===== config.mk =====
export PLATFORM = sky130hd
export DESIGN_NAME = tcp_port
export DESIGN_NICKNAME = d
export VERILOG_FILES = /design/src/hw/tcp_sync.v /design/src/hw/tcp_phase.v /design/src/hw/tcp_port.v
export VERILOG_INCLUDE_DIRS = /design/src /design/src/hw
export SDC_FILE = /design/constraint.sdc
export NUM_CORES = 1
export LEC_CHECK = 0
export ABC_AREA = 1
export BUFFER_PORTS_ARGS = -buffer_cell sky130_fd_sc_hd__buf_2
export CAP_MARGIN = 20
export CORE_ASPECT_RATIO = 1.5
export CORE_MARGIN = 5
export CORE_UTILIZATION = 58
export DETAILED_ROUTE_END_ITERATION = 12
export PLACE_DENSITY = 0.95
export SLEW_MARGIN = 0
export SYNTH_ARGS = -nofsm -noshare
export SYNTH_HDL_FRONTEND = slang
export SYNTH_HIERARCHICAL = 1
export SYNTH_SLANG_ARGS = --single-unit

===== constraint.sdc =====
create_clock -name aclk -period 3.7 [get_ports aclk]
set_clock_uncertainty 0.15 [all_clocks]
set_input_delay 0.555 -clock aclk [delete_from_list [all_inputs] [get_ports aclk]]
set_output_delay 0.555 -clock aclk [all_outputs]
set_load 0.02 [all_outputs]

===== src/hw/tcp_map.vh =====
// register offsets, field positions and timing constants of the tape character port
`ifndef TCP_MAP_VH
`define TCP_MAP_VH
// ==================================================================
// register byte offsets
`define TCP_CTRL      8'h00
`define TCP_UNIT      8'h04
`define TCP_INSTR     8'h08
`define TCP_CMD       8'h0c
`define TCP_TXDATA    8'h10
`define TCP_RXDATA    8'h14
`define TCP_STATUS    8'h18
`define TCP_IRQ_STAT  8'h1c
`define TCP_IRQ_MASK  8'h20
// ==================================================================
// control bits
`define TCP_CTRL_GO   0
`define TCP_CTRL_DIR  1
`define TCP_CTRL_STOP 2
// command bits
`define TCP_CMD_BUF   0
`define TCP_CMD_IO    1
`define TCP_CMD_SKIP  2
// interrupt bits
`define TCP_IRQ_CHAR  0
`define TCP_IRQ_HALT  1
`define TCP_IRQ_ERR   2
`define TCP_IRQ_GAP   3
`define TCP_IRQ_PAR   4
`define TCP_IRQ_W     5
// ==================================================================
// reset values and timing
`define TCP_UNIT_RST  5'h00
`define TCP_INSTR_RST 12'h000
`define TCP_PHASE_DIV 4
`define TCP_WIN_FIRST 3'h6
`define TCP_WIN_LAST  3'h3
`define TCP_RESP_OK   2'h0
`define TCP_RESP_ERR  2'h2
`endif


===== src/hw/tcp_sync.v =====
// two flip-flop synchroniser for pins from outside the clock domain
module tcp_sync #(
  parameter W = 1
) (
  // clock and reset
  input  wire         aclk,
  input  wire         aresetn,
  input  wire [W-1:0] rst_val,
  // pins in, synchronised out
  input  wire [W-1:0] pin_in,
  output reg  [W-1:0] sync_out
);
  reg [W-1:0] meta;

  // first stage feeds only the second stage
  always @(posedge aclk) begin
    if (!aresetn) begin
      meta     <= rst_val;
      sync_out <= rst_val;
    end else begin
      meta     <= pin_in;
      sync_out <= meta;
    end
  end
endmodule


===== src/hw/tcp_phase.v =====
// computer cycle phase counter and the t6-through-t3 timing window
`include "tcp_map.vh"
module tcp_phase #(
  parameter DIV = `TCP_PHASE_DIV
) (
  // clock and reset
  input  wire       aclk,
  input  wire       aresetn,
  // phase outputs
  output reg  [2:0] phase,
  output reg        phase_step,
  output reg        window
);
  reg  [7:0] div_cnt;
  wire       step = (div_cnt == DIV[7:0] - 8'h01);
  wire [2:0] next_phase = phase + 3'h1;

  // eight phases per cycle, one step every DIV clocks
  always @(posedge aclk) begin
    if (!aresetn) begin
      div_cnt    <= 8'h00;
      phase      <= 3'h0;
      phase_step <= 1'b0;
      window     <= 1'b1;
    end else begin
      div_cnt    <= step ? 8'h00 : div_cnt + 8'h01;
      phase_step <= step;
      if (step) begin
        phase <= next_phase;
        window <= (next_phase >= `TCP_WIN_FIRST) || (next_phase <= `TCP_WIN_LAST);
      end
    end
  end
endmodule


===== src/hw/tcp_port.v =====
// tape character channel port: axi4-lite registers, character buffer and pin logic
// ==================================================================
// Overview of operation
// - grounded halt input ends current transfer
// - grounded skip response makes program skip
// - one buffer-control strobe per command
// - one input/output-control strobe per command
// - grounded error input flags an error
// - halt interlock shows characters being processed
// - pending flag set when character move due
// - clock-seen flag set on character clock
// - timing output true t6 through t3
// - direction bit high output, low input
// - unit select bits on dedicated lines
// - six-bit character bus, last line lsb
// - odd parity generated per output character
// - twelve instruction address lines driven out
// - input character lines are inverted levels
//
// Chosen here: the register addresses and the AXI4-Lite register port.
`include "tcp_map.vh"
module tcp_port #(
  parameter DIV = `TCP_PHASE_DIV
) (
  // clock and reset
  input  wire        aclk,
  input  wire        aresetn,
  // axi4-lite write address and data
  input  wire [7:0]  s_axi_awaddr,
  input  wire        s_axi_awvalid,
  output reg         s_axi_awready,
  input  wire [31:0] s_axi_wdata,
  input  wire [3:0]  s_axi_wstrb,
  input  wire        s_axi_wvalid,
  output reg         s_axi_wready,
  // axi4-lite write response
  output reg  [1:0]  s_axi_bresp,
  output reg         s_axi_bvalid,
  input  wire        s_axi_bready,
  // axi4-lite read
  input  wire [7:0]  s_axi_araddr,
  input  wire        s_axi_arvalid,
  output reg         s_axi_arready,
  output reg  [31:0] s_axi_rdata,
  output reg  [1:0]  s_axi_rresp,
  output reg         s_axi_rvalid,
  input  wire        s_axi_rready,
  // peripheral inputs, all active low except the clock
  input  wire        halt_n,
  input  wire        skip_resp_n,
  input  wire        error_n,
  input  wire        gap_n,
  input  wire        char_clock,
  input  wire [5:0]  char_in_bus_n,
  input  wire        char_in_parity_n,
  // peripheral outputs
  output reg         buffer_ctl_strobe,
  output reg         io_ctl_strobe,
  output reg         halt_interlock_out,
  output reg         transfer_pending_ff,
  output reg         clock_seen_ff,
  output wire        cycle_window_timing,
  output reg         direction_bit,
  output reg  [4:0]  unit_select_bits,
  output reg  [5:0]  char_out_bus,
  output reg         char_out_parity,
  output reg  [11:0] instr_address_lines,
  // interrupt
  output reg         irq
);
  // ==================================================================
  // helpers
  function [31:0] merge;
    input [31:0] old_v;
    input [31:0] new_v;
    input [3:0]  strb;
    integer i;
    begin
      merge = old_v;
      for (i = 0; i < 4; i = i + 1) begin
        if (strb[i]) begin
          merge[i*8 +: 8] = new_v[i*8 +: 8];
        end
      end
    end
  endfunction

  function mapped;
    input [7:0] a;
    begin
      mapped = (a <= `TCP_IRQ_MASK) && (a[1:0] == 2'b00);
    end
  endfunction

  // ==================================================================
  // cycle phases
  wire [2:0] phase;
  wire       phase_step;

  tcp_phase #(
    .DIV (DIV)
  ) u_phase (
    .aclk       (aclk),
    .aresetn    (aresetn),
    .phase      (phase),
    .phase_step (phase_step),
    .window     (cycle_window_timing)
  );

  // ==================================================================
  // pin synchronisers
  wire [11:0] pins_s;

  // two stages per pin, reset to the idle pin levels
  tcp_sync #(
    .W (12)
  ) u_sync (
    .aclk     (aclk),
    .aresetn  (aresetn),
    .rst_val  (12'hfff),
    .pin_in   ({char_in_parity_n, char_in_bus_n, char_clock,
                gap_n, error_n, skip_resp_n, halt_n}),
    .sync_out (pins_s)
  );

  wire       halt_s  = ~pins_s[0];
  wire       skip_s  = ~pins_s[1];
  wire       err_s   = ~pins_s[2];
  wire       gap_s   = ~pins_s[3];
  wire       clk_s   = pins_s[4];
  wire [5:0] in_char = ~pins_s[10:5];
  wire       in_par  = ~pins_s[11];

  reg clk_d;
  reg err_d;
  reg gap_d;
  wire clk_rise = clk_s & ~clk_d;

  // ==================================================================
  // registers and state
  reg        active;
  reg        tx_full;
  reg        rx_full;
  reg [5:0]  tx_hold;
  reg [5:0]  rx_hold;
  reg [5:0]  char_reg;
  reg        rx_par_bad;
  reg        skip_seen;
  reg [4:0]  irq_stat;
  reg [4:0]  irq_mask;
  reg [4:0]  irq_set;

  reg        aw_hold;
  reg        w_hold;
  reg [7:0]  aw_addr;
  reg [31:0] w_data;
  reg [3:0]  w_strb;
  wire       do_write = aw_hold & w_hold & ~s_axi_bvalid;
  wire       do_read  = s_axi_arvalid & s_axi_arready;
  wire       rd_rx    = do_read && (s_axi_araddr == `TCP_RXDATA);

  wire [31:0] wr_val = merge(32'h0, w_data, w_strb);
  wire wr_ctrl = do_write && (aw_addr == `TCP_CTRL);
  wire wr_cmd  = do_write && (aw_addr == `TCP_CMD);
  wire wr_tx   = do_write && (aw_addr == `TCP_TXDATA);
  wire go      = wr_ctrl && wr_val[`TCP_CTRL_GO];
  wire stop    = wr_ctrl && wr_val[`TCP_CTRL_STOP];
  // moves only at phase zero of a computer cycle
  wire move_ok = phase_step && (phase == 3'h0);

  // ==================================================================
  // axi write channel
  always @(posedge aclk) begin
    if (!aresetn) begin
      aw_hold       <= 1'b0;
      w_hold        <= 1'b0;
      aw_addr       <= 8'h00;
      w_data        <= 32'h0;
      w_strb        <= 4'h0;
      s_axi_awready <= 1'b1;
      s_axi_wready  <= 1'b1;
      s_axi_bvalid  <= 1'b0;
      s_axi_bresp   <= `TCP_RESP_OK;
    end else begin
      if (s_axi_awvalid && s_axi_awready) begin
        aw_hold       <= 1'b1;
        aw_addr       <= s_axi_awaddr;
        s_axi_awready <= 1'b0;
      end
      if (s_axi_wvalid && s_axi_wready) begin
        w_hold       <= 1'b1;
        w_data       <= s_axi_wdata;
        w_strb       <= s_axi_wstrb;
        s_axi_wready <= 1'b0;
      end
      if (do_write) begin
        aw_hold      <= 1'b0;
        w_hold       <= 1'b0;
        s_axi_bvalid <= 1'b1;
        s_axi_bresp  <= mapped(aw_addr) ? `TCP_RESP_OK : `TCP_RESP_ERR;
      end
      // reopen address and data only once the response is taken
      if (s_axi_bvalid && s_axi_bready) begin
        s_axi_bvalid  <= 1'b0;
        s_axi_awready <= 1'b1;
        s_axi_wready  <= 1'b1;
      end
    end
  end

  // ==================================================================
  // axi read channel, one cycle from address to data
  always @(posedge aclk) begin
    if (!aresetn) begin
      s_axi_arready <= 1'b1;
      s_axi_rvalid  <= 1'b0;
      s_axi_rdata   <= 32'h0;
      s_axi_rresp   <= `TCP_RESP_OK;
    end else if (do_read) begin
      s_axi_arready <= 1'b0;
      s_axi_rvalid  <= 1'b1;
      s_axi_rresp   <= mapped(s_axi_araddr) ? `TCP_RESP_OK : `TCP_RESP_ERR;
      if (s_axi_araddr == `TCP_CTRL) begin
        s_axi_rdata <= {30'h0, direction_bit, 1'b0};
      end else if (s_axi_araddr == `TCP_UNIT) begin
        s_axi_rdata <= {27'h0, unit_select_bits};
      end else if (s_axi_araddr == `TCP_INSTR) begin
        s_axi_rdata <= {20'h0, instr_address_lines};
      end else if (s_axi_araddr == `TCP_TXDATA) begin
        s_axi_rdata <= {26'h0, tx_hold};
      end else if (s_axi_araddr == `TCP_RXDATA) begin
        s_axi_rdata <= {25'h0, rx_par_bad, rx_hold};
      end else if (s_axi_araddr == `TCP_STATUS) begin
        s_axi_rdata <= {23'h0, gap_s, err_s, skip_seen, rx_full, tx_full,
                        clock_seen_ff, transfer_pending_ff, halt_interlock_out,
                        active};
      end else if (s_axi_araddr == `TCP_IRQ_STAT) begin
        s_axi_rdata <= {27'h0, irq_stat};
      end else if (s_axi_araddr == `TCP_IRQ_MASK) begin
        s_axi_rdata <= {27'h0, irq_mask};
      end else begin
        s_axi_rdata <= 32'h0;
      end
    end else if (s_axi_rvalid && s_axi_rready) begin
      s_axi_rvalid  <= 1'b0;
      s_axi_arready <= 1'b1;
    end
  end

  // ==================================================================
  // setup registers and command strobes
  always @(posedge aclk) begin
    if (!aresetn) begin
      direction_bit       <= 1'b0;
      unit_select_bits    <= `TCP_UNIT_RST;
      instr_address_lines <= `TCP_INSTR_RST;
      buffer_ctl_strobe   <= 1'b0;
      io_ctl_strobe       <= 1'b0;
      skip_seen           <= 1'b0;
      irq_mask            <= 5'h00;
    end else begin
      buffer_ctl_strobe <= wr_cmd & wr_val[`TCP_CMD_BUF];
      io_ctl_strobe     <= wr_cmd & wr_val[`TCP_CMD_IO];
      // skip answer sampled at the test
      if (wr_cmd && wr_val[`TCP_CMD_SKIP]) begin
        skip_seen <= skip_s;
      end
      if (wr_ctrl) begin
        direction_bit <= wr_val[`TCP_CTRL_DIR];
      end
      if (do_write && aw_addr == `TCP_UNIT) begin
        unit_select_bits <= wr_val[4:0];
      end
      if (do_write && aw_addr == `TCP_INSTR) begin
        instr_address_lines <= wr_val[11:0];
      end
      if (do_write && aw_addr == `TCP_IRQ_MASK) begin
        irq_mask <= wr_val[4:0];
      end
    end
  end

  // ==================================================================
  // character transfer engine
  always @(posedge aclk) begin
    if (!aresetn) begin
      active              <= 1'b0;
      halt_interlock_out  <= 1'b0;
      transfer_pending_ff <= 1'b0;
      clock_seen_ff       <= 1'b0;
      tx_full             <= 1'b0;
      rx_full             <= 1'b0;
      tx_hold             <= 6'h00;
      rx_hold             <= 6'h00;
      char_reg            <= 6'h00;
      rx_par_bad          <= 1'b0;
      // idle clock stands high, so no false edge after reset
      clk_d               <= 1'b1;
      irq_set             <= 5'h00;
    end else begin
      clk_d   <= clk_s;
      irq_set <= 5'h00;
      if (wr_tx) begin
        tx_hold <= wr_val[5:0];
        tx_full <= 1'b1;
      end
      if (rd_rx) begin
        rx_full <= 1'b0;
      end
      if (go) begin
        active              <= 1'b1;
        clock_seen_ff       <= 1'b0;
        // output: char register empty at start, so a load is due
        transfer_pending_ff <= wr_val[`TCP_CTRL_DIR];
        halt_interlock_out  <= wr_val[`TCP_CTRL_DIR];
      end else if (active && (halt_s || stop)) begin
        active              <= 1'b0;
        halt_interlock_out  <= 1'b0;
        transfer_pending_ff <= 1'b0;
        irq_set[`TCP_IRQ_HALT] <= halt_s;
      end else if (active) begin
        if (clk_rise) begin
          clock_seen_ff       <= 1'b1;
          transfer_pending_ff <= 1'b1;
          if (!direction_bit) begin
            char_reg   <= in_char;
            rx_par_bad <= ~^{in_char, in_par};
          end
        end else if (transfer_pending_ff && move_ok) begin
          if (direction_bit && tx_full && !wr_tx) begin
            char_reg               <= tx_hold;
            tx_full                <= 1'b0;
            transfer_pending_ff    <= 1'b0;
            clock_seen_ff          <= 1'b0;
            irq_set[`TCP_IRQ_CHAR] <= 1'b1;
          end else if (!direction_bit && (!rx_full || rd_rx)) begin
            rx_hold                <= char_reg;
            rx_full                <= 1'b1;
            transfer_pending_ff    <= 1'b0;
            clock_seen_ff          <= 1'b0;
            halt_interlock_out     <= 1'b1;
            irq_set[`TCP_IRQ_CHAR] <= 1'b1;
            irq_set[`TCP_IRQ_PAR]  <= rx_par_bad;
          end
        end
      end
    end
  end

  // ==================================================================
  // character output lines
  always @(posedge aclk) begin
    if (!aresetn) begin
      char_out_bus    <= 6'h00;
      char_out_parity <= 1'b1;
    end else begin
      // bit 0 is the lsb line
      char_out_bus    <= char_reg;
      char_out_parity <= ~^char_reg;
    end
  end

  // ==================================================================
  // interrupt status, write one to clear, set wins
  wire [4:0] irq_clr = (do_write && aw_addr == `TCP_IRQ_STAT) ? wr_val[4:0] : 5'h00;
  wire [4:0] irq_ev  = irq_set | {1'b0, gap_s & ~gap_d, err_s & ~err_d, 2'b00};

  always @(posedge aclk) begin
    if (!aresetn) begin
      irq_stat <= 5'h00;
      err_d    <= 1'b0;
      gap_d    <= 1'b0;
      irq      <= 1'b0;
    end else begin
      err_d    <= err_s;
      gap_d    <= gap_s;
      irq_stat <= (irq_stat & ~irq_clr) | irq_ev;
      irq      <= |(irq_stat & irq_mask);
    end
  end
endmodule


* Word level (Yosys, flattened, before mapping)
Index checks and enable logic that the tools add are counted.
Widths: inputs -> output; s select.
** Word-level totals
- Input bits :: 71
- Logic and storage cells :: 216
- Output and inout port bits :: 73
- Register bits :: 174
** Cells by class
- Eq/ne operators :: 17
- Add/subtract/negate cells :: 2
- $lt $le $gt $ge :: 4
- Reduce and logical (&&, ||, !) cells :: 60
- Bitwise operators :: 32
- Muxes and demuxes :: 54
** Operators by type and width (count)
- $eq 8x5->1 const B :: 6
- $mux 1 :: 37
- $mux 12 :: 3
- $mux 9 :: 3
- $eq 8x4->1 const B :: 3
- $mux 6 :: 4
- $logic_and 1x1->1 :: 23
- $not 1->1 :: 18
- $eq 8x3->1 const B :: 2
- $eq 8x6->1 const B :: 2
- $le 8x6->1 const B :: 2
- $logic_not 8->1 :: 2
- $mux 5 :: 3
- $reduce_bool 3->1 :: 4
- $and 5x5->5 :: 2
- $reduce_and 5->1 :: 2
- $add 8x1->8 const B :: 1
- $and 1x1->1 :: 8
- $eq 8x2->1 const B :: 1
- $mux 8 :: 1
- $reduce_bool 2->1 :: 4
- $reduce_or 2->1 :: 4
- $reduce_or 8->1 :: 1
- $reduce_and 7->1 :: 1
- other kinds (26) :: 32

* Depth between registers and ports, before layout
- Word-level depth :: 11
- Mapped depth :: 13
- Depth with buffers taken out :: 12

* Cells and area by module
The synthesis kept the hierarchy.
** Modules (own cells, without submodules)
- tcp_port :: instances 1, seq. area each 2262.2 um^2, cells an instance 694, area each 5113.7 um^2
- tcp_sync :: instances 1, seq. area each 480.5 um^2, cells an instance 89, area each 835.8 um^2
- tcp_phase :: instances 1, seq. area each 260.2 um^2, cells an instance 79, area each 598.1 um^2

* Least setup slack after synthesis
Ideal clock, no wire load.
- Path type :: input to register
- Start :: input port s_axi_araddr[7]
- End :: register rx_hold[0]
- Required time :: 3.486 ns
- Setup time :: 0.064 ns
- Path buffers :: 0
- Stages on the path :: 11
- Arrival time :: 1.620 ns
- Setup slack :: 1.866 ns
- Path through :: inv_1 -> nand3_4 -> nor2_4 -> nand2_2 -> nand2_2 -> nand3_4 -> nor2_4 -> inv_2 -> nor2_4 -> nor2_1 -> nor2_1
** Between the ends
- Word-level cells in the longest chain between the ends :: 5
** Ends and longest elaborated chain
- start: declaration :: RTL line tcp_port.v:41 : input wire [7:0] s_axi_araddr,
- $eq 8x5->1 (no line)
- $logic_and 1x1->1 :: RTL line tcp_port.v:160 : wire rd_rx = do_read && (s_axi_araddr == `TCP_RXDATA);
- $logic_or 1x1->1 :: RTL line tcp_port.v:336 : end else if (!direction_bit && (!rx_full || rd_rx)) begin
- $logic_and 1x1->1 :: RTL line tcp_port.v:336
- $reduce_and 7->1 (no line)
- end signal: assignment :: RTL line tcp_port.v:337 : rx_hold <= char_reg;
- end: declaration :: RTL line tcp_port.v:145 : reg [5:0] rx_hold;
No other way between the ends.
A chain may end at the register's enable or synchronous reset.

* Worst setup path in the final report
- Start :: register w_strb[0]
- End :: register char_reg[0]
** Between the ends
- Word-level cells in the longest chain between the ends :: 6
- Elaborated cells between the ends (all ways) :: 8
- Classes of those cells :: 1 x mux; 2 x bitwise; 5 x reduce/logical
** Ends and longest elaborated chain
- start: declaration :: RTL line tcp_port.v:157 : reg [3:0] w_strb;
- start signal: assignment :: RTL line tcp_port.v:193 : w_strb <= s_axi_wstrb;
- $mux 8 (*) :: RTL line tcp_port.v:81 : if (strb[i]) begin
- $logic_and 1x1->1 :: RTL line tcp_port.v:167 : wire stop = wr_ctrl && wr_val[`TCP_CTRL_STOP];
- $logic_or 1x1->1 :: RTL line tcp_port.v:316 : end else if (active && (halt_s || stop)) begin
- $logic_and 1x1->1 :: RTL line tcp_port.v:316
- $not 1->1 (no line)
- $reduce_and 6->1 (no line) (*)
- end signal: assignment :: RTL line tcp_port.v:326 : char_reg <= in_char;
- end signal: assignment :: RTL line tcp_port.v:331 : char_reg <= tx_hold;
- end: declaration :: RTL line tcp_port.v:146 : reg [5:0] char_reg;
Every way passes the cells marked *; elsewhere a longest branch is shown, timed or not.

==> flow_metrics.tcl <==
set metrics [dict create \
    drc_errors 0 \
    rsz0062_at_grt "no" \
    ctsResizeCount 0 \
    core-area_um2 11100 \
    critPathCaptureType "flip-flop" \
    arrival_ps 2300 \
    overflow 0 \
    final.setup.tns_ps 0 \
    clk_pin_slew_ps 60 \
    synth_edf_count 0 \
    grt_pass1_wl_um 26200 \
    cts_hold_buffers 0 \
    fillers 886 \
    vias 5935 \
    ff2ff_path_depth 11 \
    antenna_cells 0 \
    io_buffers 99 \
    cts_tree "yes" \
    first_global_vias 5670 \
    initial_core_util_pct 59.2 \
    hold_class "input pin to flip-flop" \
    core.rowCount 47 \
    insertion_delay_ps 420 \
    ios 144 \
    setup_violations 0 \
    drt-total-wl_um 16100 \
    die_y_um 140 \
    synth_area_um2 6550 \
    antenna_found_initial 0 \
    numCtsBuffers 17 \
    post_drt_wl_per_cell_um 14.2 \
    grt_max_degree 106 \
    cts_htree_levels 4 \
    fin_crit_sh_pct 57.8 \
    worstSetupEndpoint "char_reg[0]" \
    rr_endpoint "char_reg[0]" \
    crit_fanout 12 \
    max_freq_mhz 468 \
    slowest_delay_ps 520 \
    outcome "completed" \
    synth_ff_type "dfxtp_1" \
    ctsRootBufferMaster "clkbuf_16" \
    power_mw 3.71 \
    post-route-util_pct 69.0 \
    gp_congestion 0.962 \
    pre_cts_ws_ps 1360 \
    syn-mean-instance-area_um2 7.60 \
    synthCells 862 \
    num-nets-final 1042 \
    setup_ws_ps 1560 \
    r2r_start "w_strb[0]" \
    clk_path_buf_depth 2 \
    postRouteAntennaNets 0 \
    fp.dieW_um 96.8 \
    path_cells "nand2_1, inv_1, nand3_2, nand2_4, nand2_4, nand2_4, inv_2, nand3_2, nand2_1, nand2_1, nor2_1" \
    drt_iter0_markers 483 \
    cts_num_sinks 150 \
    min_period_ps 2140 \
    track_usage_pct 23.7 \
    power_density_nw_per_um2 486 \
    yosys_warnings 6 \
    r2r_slack_ps 1560 \
    ys_ff_latch 150 \
    setup.worst_path.start "w_strb[0]" \
    postCtsSetupRepairBufs 0 \
    critPathKind "flip-flop to flip-flop" \
    cp-start-kind "flip-flop" \
    tightest_slew_ps 1060 \
    cp_data_required_time_ps 3860 \
    maxSlewViolCount 0 \
    hold_viol_final 0 \
    die-area_um2 13600 \
    slowest_stage "dfxtp_1" \
    maxCapViolations 0 \
    p_leak_nw 3.63 \
    hold_ws_ps 176 \
    relSlewSlack_pct 29.2 \
    drive_gt1_share_pct 18.8 \
    syn2layout_area_growth_pct 16.6 \
    postSynth.asyncResetShare_pct 0 \
    ir_worst_vdd_mv 0.302 \
    vias_per_cell 5.27 \
    hpwl_um 11500 \
    ys_types 45 \
    seq_area_frac_synth_pct 45.9 \
    whs_path_depth 3 \
    drt_first_pass_iters 7 \
]
## logic make-up after synthesis
kind of cell               count (synthesis)  share of synthesized area, %
and+or+nand+nor                          398                          28.4
AOI/OAI and AO/OA                        164                          13.5
adders and majority gates                  4                         0.764
buffers and inverters                    131                          9.59
other                                      2                         0.115
DFF                                      150                          45.9
xor gates and xnor gates                  13                          1.74
## metrics by stage
| step | cell area, µm² | std cells |
|---|---|---|
| 2_1_floorplan | 6670 | 894 |
| 3_3_place_gp | 7050 | 1095 |
| 3_5_place_dp | 7050 | 1095 |
| 4_1_cts | 7630 | 1127 |
| 5_1_grt | 7630 | 1127 |
| 6_report | 7630 | 1127 |
## report_power, final
group,total (mW),switching [mW],internal [mW]
Sequential,1.72,0.0443,1.68
Clock,1.68,0.732,0.952
Combinational,0.303,0.206,0.0969
## cell usage in the layout (no fill, tap or decap), types with 2 or more instances in the layout
cell type	Yosys	routed
o21bai_1	4	4
xnor2_1	9	9
dfxtp_1	150	150
conb_1	2	34
a21oi_1	70	70
nor2_4	6	6
or2_2	3	3
clkinvlp_4	0	2
ha_1	4	4
clkbuf_16	0	17
nand2_2	6	6
nand3_1	36	36
buf_4	26	2
inv_1	77	77
nor4_1	2	2
buf_2	2	99
xor2_1	4	4
nand3_2	4	4
o21ai_1	4	4
nor2_2	4	4
nand4_1	14	14
clkinv_4	0	2
o21ai_0	69	69
nand3_4	3	3
o22ai_1	2	2
nor3_1	11	11
nor3_2	2	2
nand2_1	187	187
nand2_4	13	13
a211oi_1	6	6
inv_2	6	6
nor2_1	105	105
inv_8	0	3
inv_6	1	7
## layout make-up
class                           instances  area, µm²  share of cell area (%)
Clock buffer                           17        425                    5.57
Clock inverter                         15        154                    2.02
Inverter                               84        320                    4.20
Multi-Input combinational cell        613       3040                    39.8
Sequential cell                       150       3000                    39.3
Tap cell                              147        184                    2.41
Timing Repair Buffer                  101        510                    6.69
## how the worst min path moves through the flow
stage | start | endpoint | slack (ps)
6_report | gap_n | u_sync/meta[3] | 180
5_1_grt | char_in_bus_n[2] | u_sync/meta[7] | 170
4_1_cts | char_in_bus_n[2] | u_sync/meta[7] | 170
3_5_place_dp | u_sync/meta[9] | u_sync/sync_out[9] | 260
3_3_place_gp | u_sync/meta[0] | u_sync/sync_out[0] | 260
2_1_floorplan | u_sync/sync_out[4] | clk_d | 250
## layer usage
metal	up-vias	routed length [µm]	global-route usage [%]
met5	-	0	0
li1	2938	-	-
met4	0	838	13.8
met3	60	1070	6.17
met1	2671	6000	25.2
met2	266	8160	42.2
## critical path: cells and delay by family, from the launching register on
kind / cells / cell delay, ps
flip-flops: 1 / 520
AND/OR/NAND/NOR: 9 / 1110
buffers and inverters: 2 / 250
## cells in the mapped netlist, types with 9 or more instances
library cell  count  area (µm²)
clkbuf_1         14        52.6
xnor2_1           9        78.8
a21oi_1          70         350
buf_4            26         195
inv_1            77         289
o21ai_0          69         345
nor2_1          105         394
nand2_4          13         146
nand4_1          14        87.6
dfxtp_1         150        3000
nand3_1          36         180
nand2_1         187         702
nor3_1           11        55.1
Note: power is estimated with default switching activity, not from simulation.
